File: src/include/hss_pkg.sv
/*
 * hall sample sequencer package: timing constants, phase codes, output codes.
 * assumes a single system clock of 10 MHz driving all sequencer logic.
 */
package hss_pkg;

	// =====================================================================
	// clock and internal tick
	// =====================================================================
	localparam int unsigned CLOCK_HZ        = 10000000;
	localparam int unsigned TICK_PERIOD_NS  = 10000;
	localparam int unsigned TICK_CYCLES     = TICK_PERIOD_NS / (1000000000 / CLOCK_HZ);

	// =====================================================================
	// conversion sequence in internal ticks
	// =====================================================================
	localparam int unsigned TRIG_TICKS      = 1;
	localparam int unsigned AWAKE_TICKS     = 12;
	localparam int unsigned UPDATE_TICKS    = 1;
	localparam int unsigned EXT_CONV_TICKS  = 14;
	localparam int unsigned TURBO_CONV_TICKS = 16;

	// =====================================================================
	// micropower rate
	// =====================================================================
	localparam int unsigned MICRO_RATE_HZ   = 24;
	localparam int unsigned MICRO_PERIOD_CYCLES = CLOCK_HZ / MICRO_RATE_HZ;
	localparam int unsigned MIN_PULSE_NS    = 20000;

	// =====================================================================
	// output codes
	// =====================================================================
	localparam int unsigned CODE_WIDTH      = 8;
	localparam logic [7:0]  CODE_MID        = 8'h80;
	localparam logic [7:0]  CODE_RESET      = 8'h80;

	// =====================================================================
	// sequencer phases
	// =====================================================================
	typedef enum logic [1:0] {
		PH_SLEEP  = 2'b00,
		PH_TRIG   = 2'b01,
		PH_AWAKE  = 2'b10,
		PH_UPDATE = 2'b11
	} hss_phase_e;

endpackage : hss_pkg

File: src/rtl/hss_quantizer.sv
/*
 * signed field sample to 8-bit offset-binary output code.
 * assumes the field input is a signed two's complement value, positive = south.
 */
module hss_quantizer #(
	parameter int unsigned FIELD_WIDTH = 12
) (
	// field sample
	input  wire logic signed [FIELD_WIDTH-1:0] field,
	// output code
	output logic         [7:0]             code
);

	// =====================================================================
	// quantization
	// =====================================================================
	logic signed [7:0] top_bits;

	always_comb begin
		// zero field sits on the 127/128 boundary: +0 gives mid-scale
		top_bits = field[FIELD_WIDTH-1 -: 8];
		// offset binary: south above mid-scale, north below, full 0..255
		code     = {~top_bits[7], top_bits[6:0]};
	end

endmodule : hss_quantizer

File: src/rtl/hss_sequencer.sv
/*
 * sampling sequencer: mode pin decode, conversion phase timing, output latch.
 * assumes the mode pin and field sample are synchronous to CLOCK (10 MHz).
 */
// Contract
// - pin low continuously gives micropower sampling at 24 Hz.
// - pin weakly pulled low, floating selects micropower.
// - pin high continuously gives turbo sampling at 6.25 kHz.
// - turbo conversion period is 16 ticks, 160 us.
// - each external pulse starts one sample, 24 Hz to 7.14 kHz; the code accepts a new start at most every 15 ticks (150 us).
// - external conversion completes within 14 ticks, 140 us.
// - one tick trigger delay after pin rises before acquiring; the code first waits for the next tick after the rise, so 1 to 2 ticks.
// - awake acquisition phase lasts 12 ticks after the trigger delay.
// - final tick loads new result into output, then sleep.
// - zero field is the code boundary; slightly positive gives mid-scale.
// - 8-bit converter and output, codes 0 through 255.
// - south field raises code, north lowers it, symmetric about null.
module hss_sequencer #(
	parameter int unsigned FIELD_WIDTH  = 12,
	parameter int unsigned MICRO_CYCLES = hss_pkg::MICRO_PERIOD_CYCLES
) (
	// clock and reset
	input  wire logic                          CLOCK,
	input  wire logic                          RESET,
	// mode select pin
	input  wire logic                          MODE_SELECT_PIN,
	output logic                               MODE_SELECT_PULL_DOWN,
	// field sample from the sensing front end
	input  wire logic signed [FIELD_WIDTH-1:0] FIELD_SAMPLE,
	// status and output
	output logic                               AWAKE,
	output logic                               TURBO_MODE,
	output logic                               SAMPLE_DONE,
	output logic             [7:0]             OUTPUT_CODE
);

	// =====================================================================
	// tick generator
	// =====================================================================
	localparam int unsigned TW = $clog2(hss_pkg::TICK_CYCLES);
	localparam logic [TW-1:0] TICK_LAST = TW'(hss_pkg::TICK_CYCLES - 1);
	localparam int unsigned MW = $clog2(MICRO_CYCLES);
	localparam logic [MW-1:0] MICRO_LAST = MW'(MICRO_CYCLES - 1);

	logic [TW-1:0] tick_cnt_q;
	logic          tick;

	// weak pull-down always on
	assign MODE_SELECT_PULL_DOWN = 1'b1;

	assign tick = (tick_cnt_q == TICK_LAST);

	always_ff @(posedge CLOCK) begin
		if (RESET || tick) begin
			tick_cnt_q <= '0;
		end else begin
			tick_cnt_q <= tick_cnt_q + 1'b1;
		end
	end

	// =====================================================================
	// mode pin capture
	// =====================================================================
	logic pin_q;
	logic pin_prev_q;
	logic pin_rise;

	always_ff @(posedge CLOCK) begin
		if (RESET) begin
			pin_q      <= 1'b0;
			pin_prev_q <= 1'b0;
		end else begin
			pin_q      <= MODE_SELECT_PIN;
			pin_prev_q <= pin_q;
		end
	end

	assign pin_rise = pin_q && !pin_prev_q;

	// pending external trigger, held until the sequencer can accept it
	logic trig_pend_q;
	logic start;
	hss_pkg::hss_phase_e phase_q;
	logic [3:0] ph_ticks_q;
	logic [3:0] conv_ticks_q;
	logic [MW-1:0] micro_cnt_q;
	logic          micro_due;
	logic          micro_pend_q;

	// =====================================================================
	// micropower period
	// =====================================================================
	assign micro_due = (micro_cnt_q == MICRO_LAST);

	always_ff @(posedge CLOCK) begin
		if (RESET || pin_q || micro_due) begin
			micro_cnt_q <= '0;
		end else begin
			micro_cnt_q <= micro_cnt_q + 1'b1;
		end
	end

	// a period end that misses the tick waits here for the next tick
	always_ff @(posedge CLOCK) begin
		if (RESET || pin_q) begin
			micro_pend_q <= 1'b0;
		end else if (micro_due && !start) begin
			micro_pend_q <= 1'b1;
		end else if (start) begin
			micro_pend_q <= 1'b0;
		end
	end

	// =====================================================================
	// sample start
	// =====================================================================
	localparam logic [3:0] TRIG_T   = 4'(hss_pkg::TRIG_TICKS);
	localparam logic [3:0] AWAKE_T  = 4'(hss_pkg::AWAKE_TICKS);
	localparam logic [3:0] UPD_T    = 4'(hss_pkg::UPDATE_TICKS);
	localparam logic [3:0] TURBO_T  = 4'(hss_pkg::TURBO_CONV_TICKS - 1);

	logic idle;
	logic turbo_due;

	assign idle      = (phase_q == hss_pkg::PH_SLEEP);
	// turbo: pin still high once the 16-tick period closes
	assign turbo_due = idle && pin_q && !pin_rise && !trig_pend_q && tick &&
	                   (conv_ticks_q >= TURBO_T);
	assign start     = idle && tick && (trig_pend_q || turbo_due ||
	                   (!pin_q && (micro_due || micro_pend_q)));

	always_ff @(posedge CLOCK) begin
		if (RESET) begin
			trig_pend_q <= 1'b0;
		end else if (pin_rise) begin
			trig_pend_q <= 1'b1;
		end else if (start) begin
			trig_pend_q <= 1'b0;
		end
	end

	// =====================================================================
	// phase sequencer
	// =====================================================================
	always_ff @(posedge CLOCK) begin
		if (RESET) begin
			phase_q    <= hss_pkg::PH_SLEEP;
			ph_ticks_q <= 4'h0;
		end else if (tick) begin
			case (phase_q)
				hss_pkg::PH_SLEEP: begin
					if (start) begin
						phase_q    <= hss_pkg::PH_TRIG;
						ph_ticks_q <= 4'h1;
					end
				end
				hss_pkg::PH_TRIG: begin
					if (ph_ticks_q >= TRIG_T) begin
						phase_q    <= hss_pkg::PH_AWAKE;
						ph_ticks_q <= 4'h1;
					end else begin
						ph_ticks_q <= ph_ticks_q + 4'h1;
					end
				end
				hss_pkg::PH_AWAKE: begin
					if (ph_ticks_q >= AWAKE_T) begin
						phase_q    <= hss_pkg::PH_UPDATE;
						ph_ticks_q <= 4'h1;
					end else begin
						ph_ticks_q <= ph_ticks_q + 4'h1;
					end
				end
				default: begin
					if (ph_ticks_q >= UPD_T) begin
						phase_q    <= hss_pkg::PH_SLEEP;
						ph_ticks_q <= 4'h0;
					end else begin
						ph_ticks_q <= ph_ticks_q + 4'h1;
					end
				end
			endcase
		end
	end

	// ticks since the last start less one, saturating; spaces turbo samples
	always_ff @(posedge CLOCK) begin
		if (RESET) begin
			conv_ticks_q <= 4'h0;
		end else if (tick) begin
			if (start) begin
				conv_ticks_q <= 4'h0;
			end else if (conv_ticks_q != 4'hF) begin
				conv_ticks_q <= conv_ticks_q + 4'h1;
			end
		end
	end

	// =====================================================================
	// conversion and output stage
	// =====================================================================
	logic [7:0] conv_code;
	logic [7:0] acq_q;
	logic       upd_edge;

	hss_quantizer #(
		.FIELD_WIDTH(FIELD_WIDTH)
	) u_quant (
		.field(FIELD_SAMPLE),
		.code (conv_code)
	);

	always_ff @(posedge CLOCK) begin
		if (RESET) begin
			acq_q <= hss_pkg::CODE_RESET;
		end else if (phase_q == hss_pkg::PH_AWAKE) begin
			acq_q <= conv_code;
		end
	end

	// last tick of the update phase ends the conversion (14 ticks total)
	assign upd_edge = tick && (phase_q == hss_pkg::PH_UPDATE) && (ph_ticks_q >= UPD_T);

	always_ff @(posedge CLOCK) begin
		if (RESET) begin
			OUTPUT_CODE <= hss_pkg::CODE_RESET;
			SAMPLE_DONE <= 1'b0;
		end else begin
			SAMPLE_DONE <= upd_edge;
			if (upd_edge) begin
				OUTPUT_CODE <= acq_q;
			end
		end
	end

	always_ff @(posedge CLOCK) begin
		if (RESET) begin
			AWAKE      <= 1'b0;
			TURBO_MODE <= 1'b0;
		end else begin
			AWAKE      <= (phase_q == hss_pkg::PH_AWAKE);
			TURBO_MODE <= turbo_due ? 1'b1 : (!pin_q ? 1'b0 : TURBO_MODE);
		end
	end

	// =====================================================================
	// assertions
	// =====================================================================
	// cycles since the last sample start, saturating; timing checks only
	localparam logic [10:0] CHK_TRIG  = 11'(hss_pkg::TICK_CYCLES * hss_pkg::TRIG_TICKS);
	localparam logic [10:0] CHK_CONV  = 11'(hss_pkg::TICK_CYCLES * hss_pkg::EXT_CONV_TICKS - 1);
	localparam logic [10:0] CHK_TURBO = 11'(hss_pkg::TICK_CYCLES * hss_pkg::TURBO_CONV_TICKS - 1);
	logic [10:0] chk_cyc_q;

	always_ff @(posedge CLOCK) begin
		if (RESET) begin
			chk_cyc_q <= 11'h7FF;
		end else if (start) begin
			chk_cyc_q <= 11'h000;
		end else if (chk_cyc_q != 11'h7FF) begin
			chk_cyc_q <= chk_cyc_q + 11'h001;
		end
	end
endmodule : hss_sequencer

File: config.mk
export PLATFORM = sky130hd
export DESIGN_NAME = hss_sequencer
export DESIGN_NICKNAME = d
export VERILOG_FILES = /design/src/include/hss_pkg.sv /design/src/rtl/hss_quantizer.sv /design/src/rtl/hss_sequencer.sv
export SDC_FILE = /design/constraint.sdc
export NUM_CORES = 1
export LEC_CHECK = 0
export BUFFER_PORTS_ARGS = -buffer_cell sky130_fd_sc_hd__clkbuf_2
export CORE_MARGIN = 1.5
export CORE_UTILIZATION = 58
export CTS_BUF_LIST = sky130_fd_sc_hd__clkbuf_16
export DETAILED_ROUTE_END_ITERATION = 8
export PLACE_DENSITY = 0.79
export SLEW_MARGIN = 5
export SYNTH_ARGS = -nofsm -noshare
export SYNTH_HDL_FRONTEND = slang
export SYNTH_HIERARCHICAL = 1
export SYNTH_SLANG_ARGS = --single-unit
File: constraint.sdc
create_clock -name CLOCK -period 3 [get_ports CLOCK]
set_clock_uncertainty 0.15 [all_clocks]
set_input_delay 0.15 -clock CLOCK [delete_from_list [all_inputs] [get_ports CLOCK]]
set_output_delay 0.15 -clock CLOCK [all_outputs]
set_load 0.02 [all_outputs]
-- Word-level counts from Yosys, hierarchy flattened
Index checks and enable logic that the tools add are counted.
W data, S select, Z words.
- register bits: 59
- output and inout bits: 12
- add/sub/neg operators: 4
- order comparisons: 3
- equal/unequal tests: 10
- multiplexer cells: 17
- bitwise logic cells: 1
- reduce and logical (&&, ||, !) cells: 31
- operators with widths (cell ; count):
    $mux W4 ; 6
    $add A19 B1 Y19 const B ; 1
    $eq A19 B19 Y1 const B ; 1
    $logic_and A1 B1 Y1 ; 12
    $pmux W4 S3 ; 1
    $add A4 B1 Y4 const B ; 2
    $ge A4 B4 Y1 const B ; 2
    $mux W2 ; 4
    $add A7 B1 Y7 const B ; 1
    $eq A7 B7 Y1 const B ; 1
    $logic_or A1 B1 Y1 ; 6
    $ne A2 B2 Y1 const B ; 3
    $pmux W2 S3 ; 1
    $reduce_bool A2 Y1 ; 3
    $logic_not A1 Y1 ; 5
    $mux W1 ; 5
    $reduce_and A5 Y1 ; 1
    $eq A2 B2 Y1 const B ; 2
    $ge A4 B1 Y1 const B ; 1
    $ne A4 B4 Y1 const B ; 1
    $reduce_and A2 Y1 ; 2
    $reduce_bool A3 Y1 ; 1
    $eq A2 B1 Y1 const B ; 1
    $logic_not A2 Y1 ; 1
    other kinds (2) ; 2

-- Depth between registers and ports, before layout
Gate-level depths: netlist of run 1.
- depth in word-level cells: 13
- gate-level depth with buffers: 8
- depth with buffers taken out: 8

-- Modules after synthesis
Netlist of run 1, hierarchy kept.
- by module, submodules not included (module ; instances ; cells each ; area an instance (µm²)):
    hss_sequencer ; 1 ; 286 ; 2598.7
    hss_quantizer ; 1 ; 8 ; 56.3

-- Least setup slack after synthesis of run 1
Ideal clock, no wire load.
- path kind: flip-flop to flip-flop
- start point: register ph_ticks_q[1]
- end point: register ph_ticks_q[2]
- setup time: 0.075 ns
- arrival time: 1.945 ns
- setup slack: 0.830 ns
- cell stages (with the launch flop): 7
- period minus slack after synthesis: 2.170 ns
- path through: dfxtp_1 > inv_1 > ha_1 > or4b_2 > o22ai_2 > or4b_1 > o22ai_1
- longest elaborated chain between the ends: 3
- elaborated cells on any way between the ends: 7
- ends and longest elaborated chain (item ; line ; text):
    start: declaration ; hss_sequencer.sv:84 ; logic [3:0] ph_ticks_q;
    start signal: assignment ; hss_sequencer.sv:162 ; ph_ticks_q <= ph_ticks_q + 4'h1;
    start signal: assignment ; hss_sequencer.sv:170 ; ph_ticks_q <= ph_ticks_q + 4'h1;
    start signal: assignment ; hss_sequencer.sv:178 ; ph_ticks_q <= ph_ticks_q + 4'h1;
    $add A4 B1 Y4, or another cell as far along ; hss_sequencer.sv:162, hss_sequencer.sv:170, hss_sequencer.sv:178 ;
    $mux W4 (on tied branches) ; hss_sequencer.sv:174, hss_sequencer.sv:158, hss_sequencer.sv:166 ;
    $pmux W4 S3 (*) ; hss_sequencer.sv:150 ; case (phase_q)
Mark *: on every way between the ends. The rest lies on a longest branch, timed or not.
A chain may end at the register's enable or synchronous reset.

-- Worst setup path after layout of run 1
- start point: register ph_ticks_q[1]
- end point: register OUTPUT_CODE[6]
- longest elaborated chain between the ends: 2
- ends and longest elaborated chain (item ; line ; text):
    $ge A4 B1 Y1 ; hss_sequencer.sv:221 ; assign upd_edge = tick && (phase_q == hss_pkg::PH_UPDATE) && (ph_ticks_q >= UPD_T);
    $logic_and A1 B1 Y1 ; hss_sequencer.sv:221 ;
    end signal: assignment ; hss_sequencer.sv:225 ; OUTPUT_CODE <= hss_pkg::CODE_RESET;
    end signal: assignment ; hss_sequencer.sv:230 ; OUTPUT_CODE <= acq_q;
    end: declaration ; hss_sequencer.sv:34 ; output logic [7:0] OUTPUT_CODE
No other way between the ends.

==> results of run 1 <==
## worst max path at each step
stage,from,end,depth (start not counted)
final,ph_ticks_q[1]$_SDFFE_PP0P_,OUTPUT_CODE[6]$_SDFFE_PP0P_,6
after CTS,ph_ticks_q[1]$_SDFFE_PP0P_,OUTPUT_CODE[6]$_SDFFE_PP0P_,6
after global routing,micro_cnt_q[2]$_SDFF_PP0_,conv_ticks_q[2]$_SDFFE_PP0P_,6
after detailed placement,ph_ticks_q[1]$_SDFFE_PP0P_,OUTPUT_CODE[1]$_SDFFE_PP0P_,6
after floorplan,ph_ticks_q[1]$_SDFFE_PP0P_,ph_ticks_q[2]$_SDFFE_PP0P_,6
after global placement,ph_ticks_q[1]$_SDFFE_PP0P_,OUTPUT_CODE[3]$_SDFFE_PP0P_,6
## state kept, by name, indices dropped and copies added, names as in the netlist, 2 cells and up
name          flops
tick_cnt_q        7
micro_cnt_q      19
OUTPUT_CODE       8
acq_q             8
phase_q           2
ph_ticks_q        4
conv_ticks_q      4
## layout by cell type (no fill, tap or decap), drive strengths merged, types with 2 or more instances in the layout
master / instances
a21oi: 8
a31oi: 4
nor3: 7
mux2i: 18
clkinv: 5
or3: 3
dlygate4sd3: 9
inv: 11
clkbuf: 30
xnor2: 9
dfxtp: 59
and3: 6
and4: 3
or2: 2
o21ai: 6
xor2: 13
or4b: 2
nor4b: 2
nand4: 5
ha: 12
o22ai: 2
nor2b: 5
nor2: 51
nand3: 16
nand2: 23
## cells in the mapped netlist, types with 4 or more instances
cell | number | share of area
sky130_fd_sc_hd__mux2i_1 | 18 | 0.068
sky130_fd_sc_hd__nand2_1 | 22 | 0.031
sky130_fd_sc_hd__xor2_1 | 13 | 0.043
sky130_fd_sc_hd__a31oi_1 | 4 | 0.0094
sky130_fd_sc_hd__o21ai_0 | 5 | 0.0094
sky130_fd_sc_hd__and3_1 | 6 | 0.014
sky130_fd_sc_hd__nand3_1 | 16 | 0.030
sky130_fd_sc_hd__buf_4 | 8 | 0.023
sky130_fd_sc_hd__clkbuf_1 | 4 | 0.0057
sky130_fd_sc_hd__nand4_1 | 5 | 0.012
sky130_fd_sc_hd__nor3_1 | 7 | 0.013
sky130_fd_sc_hd__xnor2_1 | 9 | 0.030
sky130_fd_sc_hd__nor2b_1 | 5 | 0.012
sky130_fd_sc_hd__nor2_1 | 51 | 0.072
sky130_fd_sc_hd__a21oi_1 | 8 | 0.015
sky130_fd_sc_hd__dfxtp_1 | 59 | 0.44
sky130_fd_sc_hd__ha_1 | 12 | 0.057
sky130_fd_sc_hd__inv_1 | 8 | 0.011
## kinds of logic after synthesis
kind of cell	after synthesis
AOI/OAI and AO/OA	28
xor gates and xnor gates	22
adders and majority gates	12
buffers and inverters	25
DFF	59
muxes	18
other	1
and+or+nand+nor	129
## where the power goes
group | leakage, nW | switching [mW] | internal [mW]
Combinational | 0.636 | 0.0290 | 0.0251
Sequential | 0.477 | 0.00841 | 0.793
Clock | 0.138 | 0.325 | 0.538
## area by class of cell
cell class                 count  area, um^2  share of cell area
clock buffer                   9         225              0.0732
clock inverter                 7        28.8             0.00936
inverter                       9        33.8              0.0110
multi-input combinational    210        1350               0.438
sequential                    59        1180               0.384
tap                           52        65.1              0.0212
timing repair buffer          30         195              0.0635
## routing by layer
layer | global-route usage | vias to the layer above | share of wire
met5 | 0 | - | 0
met4 | 0.0818 | 0 | 0.010
li1 | - | 1054 | -
met1 | 0.266 | 986 | 0.47
met2 | 0.356 | 45 | 0.48
met3 | 0.0769 | 5 | 0.041
## worst max-delay path, stage by stage, from the launching register on
cell and delay (ns):
sky130_fd_sc_hd__dfxtp_1 0.36, sky130_fd_sc_hd__inv_1 0.07, sky130_fd_sc_hd__ha_1 0.19, sky130_fd_sc_hd__or4b_2 0.66
sky130_fd_sc_hd__nand3_1 0.46, sky130_fd_sc_hd__mux2i_1 0.28, sky130_fd_sc_hd__nor2_1 0.07
## metrics by stage
stage	instances	power [mW]	util	cell area [um^2]	setup slack [ns]
2_1_floorplan	294	0.854	-	2660	0.830
3_3_place_gp	351	0.860	0.623	2730	0.672
3_5_place_dp	351	0.861	0.623	2730	0.651
4_1_cts	376	1.73	0.701	3080	0.584
5_1_grt	376	1.77	0.701	3080	0.525
6_report	376	1.72	0.701	3080	0.608
## timing repair
action / CTS / global route
endpoints found under the setup margin: 0 / 0
hold endpoints to repair: 9 / 0
hold buffers: 9 / 0
==> Flow_metrics.wiki, run 1 <==
{| class="wikitable"
! Metric !! Value
|-
| Result of the run || complete, no violations
|-
| Number of sinks driven by the clock tree || 59
|-
| Number of fill cells in the layout || ~340
|-
| Core region area || ~4400 um^2
|-
| Synthesized instance count || approximately 290
|-
| Register-to-register setup slack || between 0.6 and 0.7 ns
|-
| Antenna diode instance count || 0
|-
| Antenna Nets Post-Route || 0
|-
| Average size of a mapped cell || between 9 and 10 um^2
|-
| Hold violation count in the final report || 0
|-
| Share of the synthesized area in compound gates (AO/OA/AOI/OAI) || 0.0721
|-
| Number of clock buffers inserted by TritonCTS || 9
|-
| Global routing usage summed across all routing layers || 0.218
|-
| Vias after detailed routing || about 2100
|-
| CTS H-Tree Depth || 3
|-
| Vertical die dimension || 70.7 um
|-
| Multiplexer share of the synthesized area || 0.0679
|-
| Die area || roughly 5000 um^2
|-
| Number of input and output port buffers inserted || 21
|-
| Nets || between 300 and 400
|-
| Share of flip-flops with an asynchronous set or reset after synthesis || 0
|-
| Net Count, Synth || 321
|-
| Netlist cell types || between 40 and 50
|-
| Worst min path class || in2reg
|-
| Count of pins over their slew limit || 0
|-
| Number of endpoints failing setup at the final stage || 0
|-
| DRT Wirelength || roughly 5100 um
|-
| Post CTS Setup Buffer Count || 0
|-
| Number of register bits inferred by synthesis || 59
|-
| Yosys Warn Count || 6
|-
| GPL Wtd Cong || between 0.8 and 0.9
|-
| Area growth from synthesis to layout || 15.8%
|-
| Rel. slew slack || 0.591
|-
| R2R depth || 6
|-
| Critical-path maximum fanout || 9
|-
| Arrival @ worst endpoint || ~2.4 ns
|-
| Starting density of the core || 0.606
|-
| Crit path time final || about 2.4 ns
|-
| Pin count of the biggest net entering global routing || 33
|-
| Number of design-rule violations left by the first detailed-router iteration || 74
|-
| Aggregate negative setup slack || 0 ns
|-
| Worst vdd ir || ~460 uV
|-
| Total overflow reported by the global router || 0
|-
| Number of global-route vias before repair || 1949
|-
| Wire length per cell || roughly 14 um
|-
| Horiz. Die Dim || between 70 and 80 um
|-
| Final worst path period share || 0.797
|-
| Kind of critical path || reg2reg
|-
| Library cell used as clock root buffer || sky130_fd_sc_hd__clkbuf_16
|-
| # DRC || 0
|-
| Proportion of layout cells with a drive suffix above 1 || 0.127
|-
| Simple logic cell fraction of the synthesized area || 0.237
|-
| Peak clock frequency supported by timing || approximately 0.42 GHz
|-
| Critical Path Start Type || register
|-
| Largest family of logic cells by synthesized area || simple AND/OR/NAND/NOR gates
|-
| Setup repair after global routing missed its margin || false
|-
| Destination of the worst register-to-register timing path || OUTPUT_CODE[6]$_SDFFE_PP0P_
|-
| XOR/XNOR Fraction of Synth Area || 0.0726
|-
| Total of cells resized after clock tree synthesis || 0
|-
| Antenna violations before repair || 0
|-
| Global-route wire length before repair || about 8600 um
|-
| Capturing element type of the critical path || register
|-
| Number of max-cap violations || 0
|-
| Number of top-level pins || 27
|-
| Tightest hold margin || 0.259 ns
|-
| Number of enable-type register cells in the synthesized netlist || 0
|-
| 1st-pass router iterations || 7
|-
| Clock Tree Buf Depth || 2
|-
| Number of stages on the worst hold path || 2
|-
| Startpoint of the lowest-slack hold path || RESET
|-
| Worst reg2reg path startpoint || ph_ticks_q[1]$_SDFFE_PP0P_
|-
| TritonCTS clock tree || done
|-
| Clock Pin Slew Worst Setup and Hold Paths || 0.05 ns
|-
| Source-to-sink clock delay at the later pin of the worst-skew pair || around 0.32 ns
|-
| Synthesized-area fraction occupied by adder cells || 0.0566
|-
| Leakage power || approximately 1.3 nW
|-
| Req. time, crit path || approximately 3.0 ns
|-
| Core Rows || 24
|-
| Register area share after synthesis || 0.445
|-
| Pwr Density || approximately 560 nW/um^2
|-
| Leading register cell type out of synthesis || sky130_fd_sc_hd__dfxtp_1
|-
| Post-synth design cell area || 2660 um^2
|-
| Detail Placement HPWL || 3280 um
|-
| Via density || 5.56
|-
| WHS Endpoint || tick_cnt_q[4]$_SDFF_PP0_
|-
| Slew at the pin closest to its max-slew limit || approximately 0.61 ns
|}
(Power assumes the default switching activity.)
==> inputs of run 2 (changes only) <==
--- a/config.mk
+++ b/config.mk
@@ -7,10 +7,10 @@
 export LEC_CHECK = 0
 export BUFFER_PORTS_ARGS = -buffer_cell sky130_fd_sc_hd__clkbuf_2
 export CORE_MARGIN = 1.5
-export CORE_UTILIZATION = 58
+export CORE_UTILIZATION = 52
 export CTS_BUF_LIST = sky130_fd_sc_hd__clkbuf_16
 export DETAILED_ROUTE_END_ITERATION = 8
-export PLACE_DENSITY = 0.79
+export PLACE_DENSITY = 0.74
 export SLEW_MARGIN = 5
 export SYNTH_ARGS = -nofsm -noshare
 export SYNTH_HDL_FRONTEND = slang
==> constraint.sdc (replaced) <==
create_clock -name CLOCK -period 2.11 [get_ports CLOCK]
set_clock_uncertainty 0.15 [all_clocks]
set_input_delay 0.1055 -clock CLOCK [delete_from_list [all_inputs] [get_ports CLOCK]]
set_output_delay 0.1055 -clock CLOCK [all_outputs]
set_load 0.02 [all_outputs]
==> Flow_metrics.wiki, run 2 (synthesis gave the netlist of run 1 again) <==
{| class="wikitable"
! Metric !! Value
|-
| Area growth from synthesis to layout || 33.0%
|-
| DRT Wirelength || 5680 um (+10%)
|-
| Antenna diode instance count || 0 (unchanged)
|-
| Register-to-register setup slack || -0.002 ns (-0.61 ns)
|-
| Pin count of the biggest net entering global routing || 28 (-15%)
|-
| Worst vdd ir || 493 uV (+6.6%)
|-
| Number of max-cap violations || 0 (unchanged)
|-
| Clock Pin Slew Worst Setup and Hold Paths || 0.05 ns (about the same)
|-
| Global routing usage summed across all routing layers || 0.222 (+0.00458)
|-
| Number of top-level pins || 27 (unchanged)
|-
| Critical-path maximum fanout || 3 (-6)
|-
| Violated checks || negative setup slack
|-
| Most frequent cells in the layout || sky130_fd_sc_hd__dfxtp_1, sky130_fd_sc_hd__nor2_1, sky130_fd_sc_hd__buf_4
|-
| Wire length per cell || 13.4 um (-2.1%)
|-
| 1st-pass router iterations || 4 (-3)
|-
| Flip-flop count of the largest register after layout || 19 (unchanged)
|-
| Number of input and output port buffers inserted || 21 (unchanged)
|-
| Antenna Nets Post-Route || 0 (unchanged)
|-
| Number of standard cells in the layout, taps in and fillers out || 424 (+13%)
|-
| Setup repair after global routing missed its margin || true
|-
| Final standard cell area without fillers || 3530 um^2 (+15%)
|-
| Vias after detailed routing || 2181 (+4.4%)
|-
| Rel. slew slack || 0.652 (+0.0614)
|-
| Result of the run || finished, violations left
|-
| Kind of critical path || reg2reg
|-
| Die area || 5540 um^2 (+11%)
|-
| Destination of the worst register-to-register timing path || ph_ticks_q[2]$_SDFFE_PP0P_
|-
| Detail Placement HPWL || 3660 um (+11%)
|-
| Pwr Density || 852 nW/um^2 (+52%)
|-
| Overall power consumption || 3.01 mW (+75%)
|-
| Critical Path Start Type || register
|-
| Hold violation count in the final report || 0 (unchanged)
|-
| # DRC || 0 (unchanged)
|-
| GPL Wtd Cong || 0.786 (-5.4%)
|-
| Vertical die dimension || 74.5 um (+5.4%)
|-
| Cell count after placement || 394 (+12%)
|-
| Worst min path class || reg2reg
|-
| Pre-CTS setup slack || -0.0568 ns (-0.708 ns)
|-
| Antenna violations before repair || 0 (unchanged)
|-
| Number of sinks driven by the clock tree || 59 (unchanged)
|-
| Capturing element type of the critical path || register
|-
| Crit path time final || 2.11 ns (-0.281 ns)
|-
| Number of global-route vias before repair || 2068 (+6.1%)
|-
| Number of stages on the worst hold path || 1 (-1)
|-
| Count of pins over their slew limit || 0 (unchanged)
|-
| Peak clock frequency supported by timing || 0.474 GHz (+13%)
|-
| Final worst path period share || 1.00 (+0.203)
|-
| Aggregate negative setup slack || -0.00150 ns (-0.00150 ns)
|-
| Cell area reported after detailed placement || 2970 um^2 (+8.9%)
|-
| Core region area || 4820 um^2 (+9.9%)
|-
| Number of clock buffers inserted by TritonCTS || 9 (unchanged)
|-
| Most common library cell in the layout ignoring fill and taps || sky130_fd_sc_hd__dfxtp_1
|-
| R2R depth || 5 (-1)
|-
| WHS Endpoint || tick_cnt_q[0]$_SDFF_PP0_
|-
| Library cell used as clock root buffer || sky130_fd_sc_hd__clkbuf_16
|-
| Worst reg2reg path startpoint || micro_cnt_q[6]$_SDFF_PP0_
|-
| Req. time, crit path || 2.21 ns (-0.82 ns)
|-
| Core Rows || 25 (+4.2%)
|-
| Nets || 379 (+9.5%)
|-
| TritonCTS clock tree || done
|-
| Arrival @ worst endpoint || 2.21 ns (-0.21 ns)
|-
| Worst setup margin || -0.00150 ns (-0.609 ns)
|-
| Total overflow reported by the global router || 0 (unchanged)
|-
| Startpoint of the lowest-slack hold path || tick_cnt_q[0]$_SDFF_PP0_
|-
| Source-to-sink clock delay at the later pin of the worst-skew pair || 0.33 ns (about the same)
|-
| Global-route wire length before repair || 9100 um (+6.0%)
|-
| Registers with the most flip-flops || micro_cnt_q (19), OUTPUT_CODE (8), acq_q (8)
|-
| Starting density of the core || 0.551 (-0.0544)
|-
| Horiz. Die Dim || 74.5 um (+5.4%)
|-
| Tightest hold margin || 0.328 ns (+0.0693 ns)
|-
| Slew at the pin closest to its max-slew limit || 0.514 ns (-0.0994 ns)
|-
| Leakage power || 1.45 nW (+16%)
|-
| Clock Tree Buf Depth || 2 (unchanged)
|-
| Via density || 5.14 (-7.5%)
|-
| Proportion of layout cells with a drive suffix above 1 || 0.252 (+0.126)
|-
| Final Util || 0.733 (+0.0318)
|-
| Number of endpoints failing setup at the final stage || 1 (+1)
|-
| CTS H-Tree Depth || 3 (unchanged)
|-
| Register containing the most flip-flops in the final layout || micro_cnt_q
|-
| Number of design-rule violations left by the first detailed-router iteration || 98 (+32%)
|}
run 2: cell count changes in the layout (fill, tap and decap cells not counted), moves of 2 or more:
cell,previous run,this run
sky130_fd_sc_hd__buf_4,0,32
sky130_fd_sc_hd__bufinv_16,0,4
sky130_fd_sc_hd__dfxtp_1,59,55
sky130_fd_sc_hd__dfxtp_2,0,4
sky130_fd_sc_hd__inv_1,11,8
sky130_fd_sc_hd__a31oi_1,4,2
sky130_fd_sc_hd__clkinv_1,3,1
sky130_fd_sc_hd__clkinvlp_4,0,2
sky130_fd_sc_hd__ha_1,12,10
sky130_fd_sc_hd__ha_2,0,2
run 2: layout make-up:
cell class / count / area [um^2]
clock inverters: 7 / 140
fillers: 356 / 1280
flip-flops and latches: 59 / 1190
clock buffers: 9 / 225
repair buffers: 63 / 445
multi-input cells: 210 / 1420
well taps: 67 / 83.8
inverters: 9 / 33.8
run 2: timing repair:
action	CTS	global route
hold buffers	10	0
resized for setup	4	11
gates cloned	0	0
pin swaps	1	8
buffers inserted	0	4
setup endpoints to repair	6	7
endpoints found under the hold margin	12	0
run 2: metal layers:
| metal | vias to the layer above | track usage | wire length [um] |
|---|---|---|---|
| li1 | 1118 | - | - |
| met1 | 1010 | 0.268 | 2560 |
| met2 | 42 | 0.372 | 2810 |
| met3 | 11 | 0.0501 | 195 |
| met4 | 0 | 0.113 | 114 |
| met5 | - | 0 | 0 |
run 2: report_power, final:
part           total, mW  internal, mW  switching [mW]  leakage [nW]
logic              0.104        0.0525          0.0515         0.800
clock network       1.77          1.27           0.498         0.172
registers           1.14          1.13          0.0102         0.479
total               3.01          2.45           0.560          1.45
run 2: critical path, cell delays in order, from the launching register on:
cell and delay, ns:
sky130_fd_sc_hd__dfxtp_2 0.31, sky130_fd_sc_hd__or4_4 0.55, sky130_fd_sc_hd__o311ai_4 0.30, sky130_fd_sc_hd__nand2_2 0.10
sky130_fd_sc_hd__or4b_1 0.47, sky130_fd_sc_hd__o22ai_1 0.16
run 2: worst max path at each step:
stage | start | end | slack [ns] | cells past startpoint
after global routing | micro_cnt_q[6]$_SDFF_PP0_ | conv_ticks_q[1]$_SDFFE_PP0P_ | -0.07 | 7
final | micro_cnt_q[6]$_SDFF_PP0_ | ph_ticks_q[2]$_SDFFE_PP0P_ | -0.002 | 5
after global placement | micro_cnt_q[6]$_SDFF_PP0_ | conv_ticks_q[0]$_SDFFE_PP0P_ | -0.009 | 6
after CTS | conv_ticks_q[1]$_SDFFE_PP0P_ | ph_ticks_q[2]$_SDFFE_PP0P_ | -0.03 | 7
after floorplan | micro_cnt_q[6]$_SDFF_PP0_ | ph_ticks_q[2]$_SDFFE_PP0P_ | 0.001 | 5
after detailed placement | micro_cnt_q[6]$_SDFF_PP0_ | conv_ticks_q[2]$_SDFFE_PP0P_ | -0.06 | 6
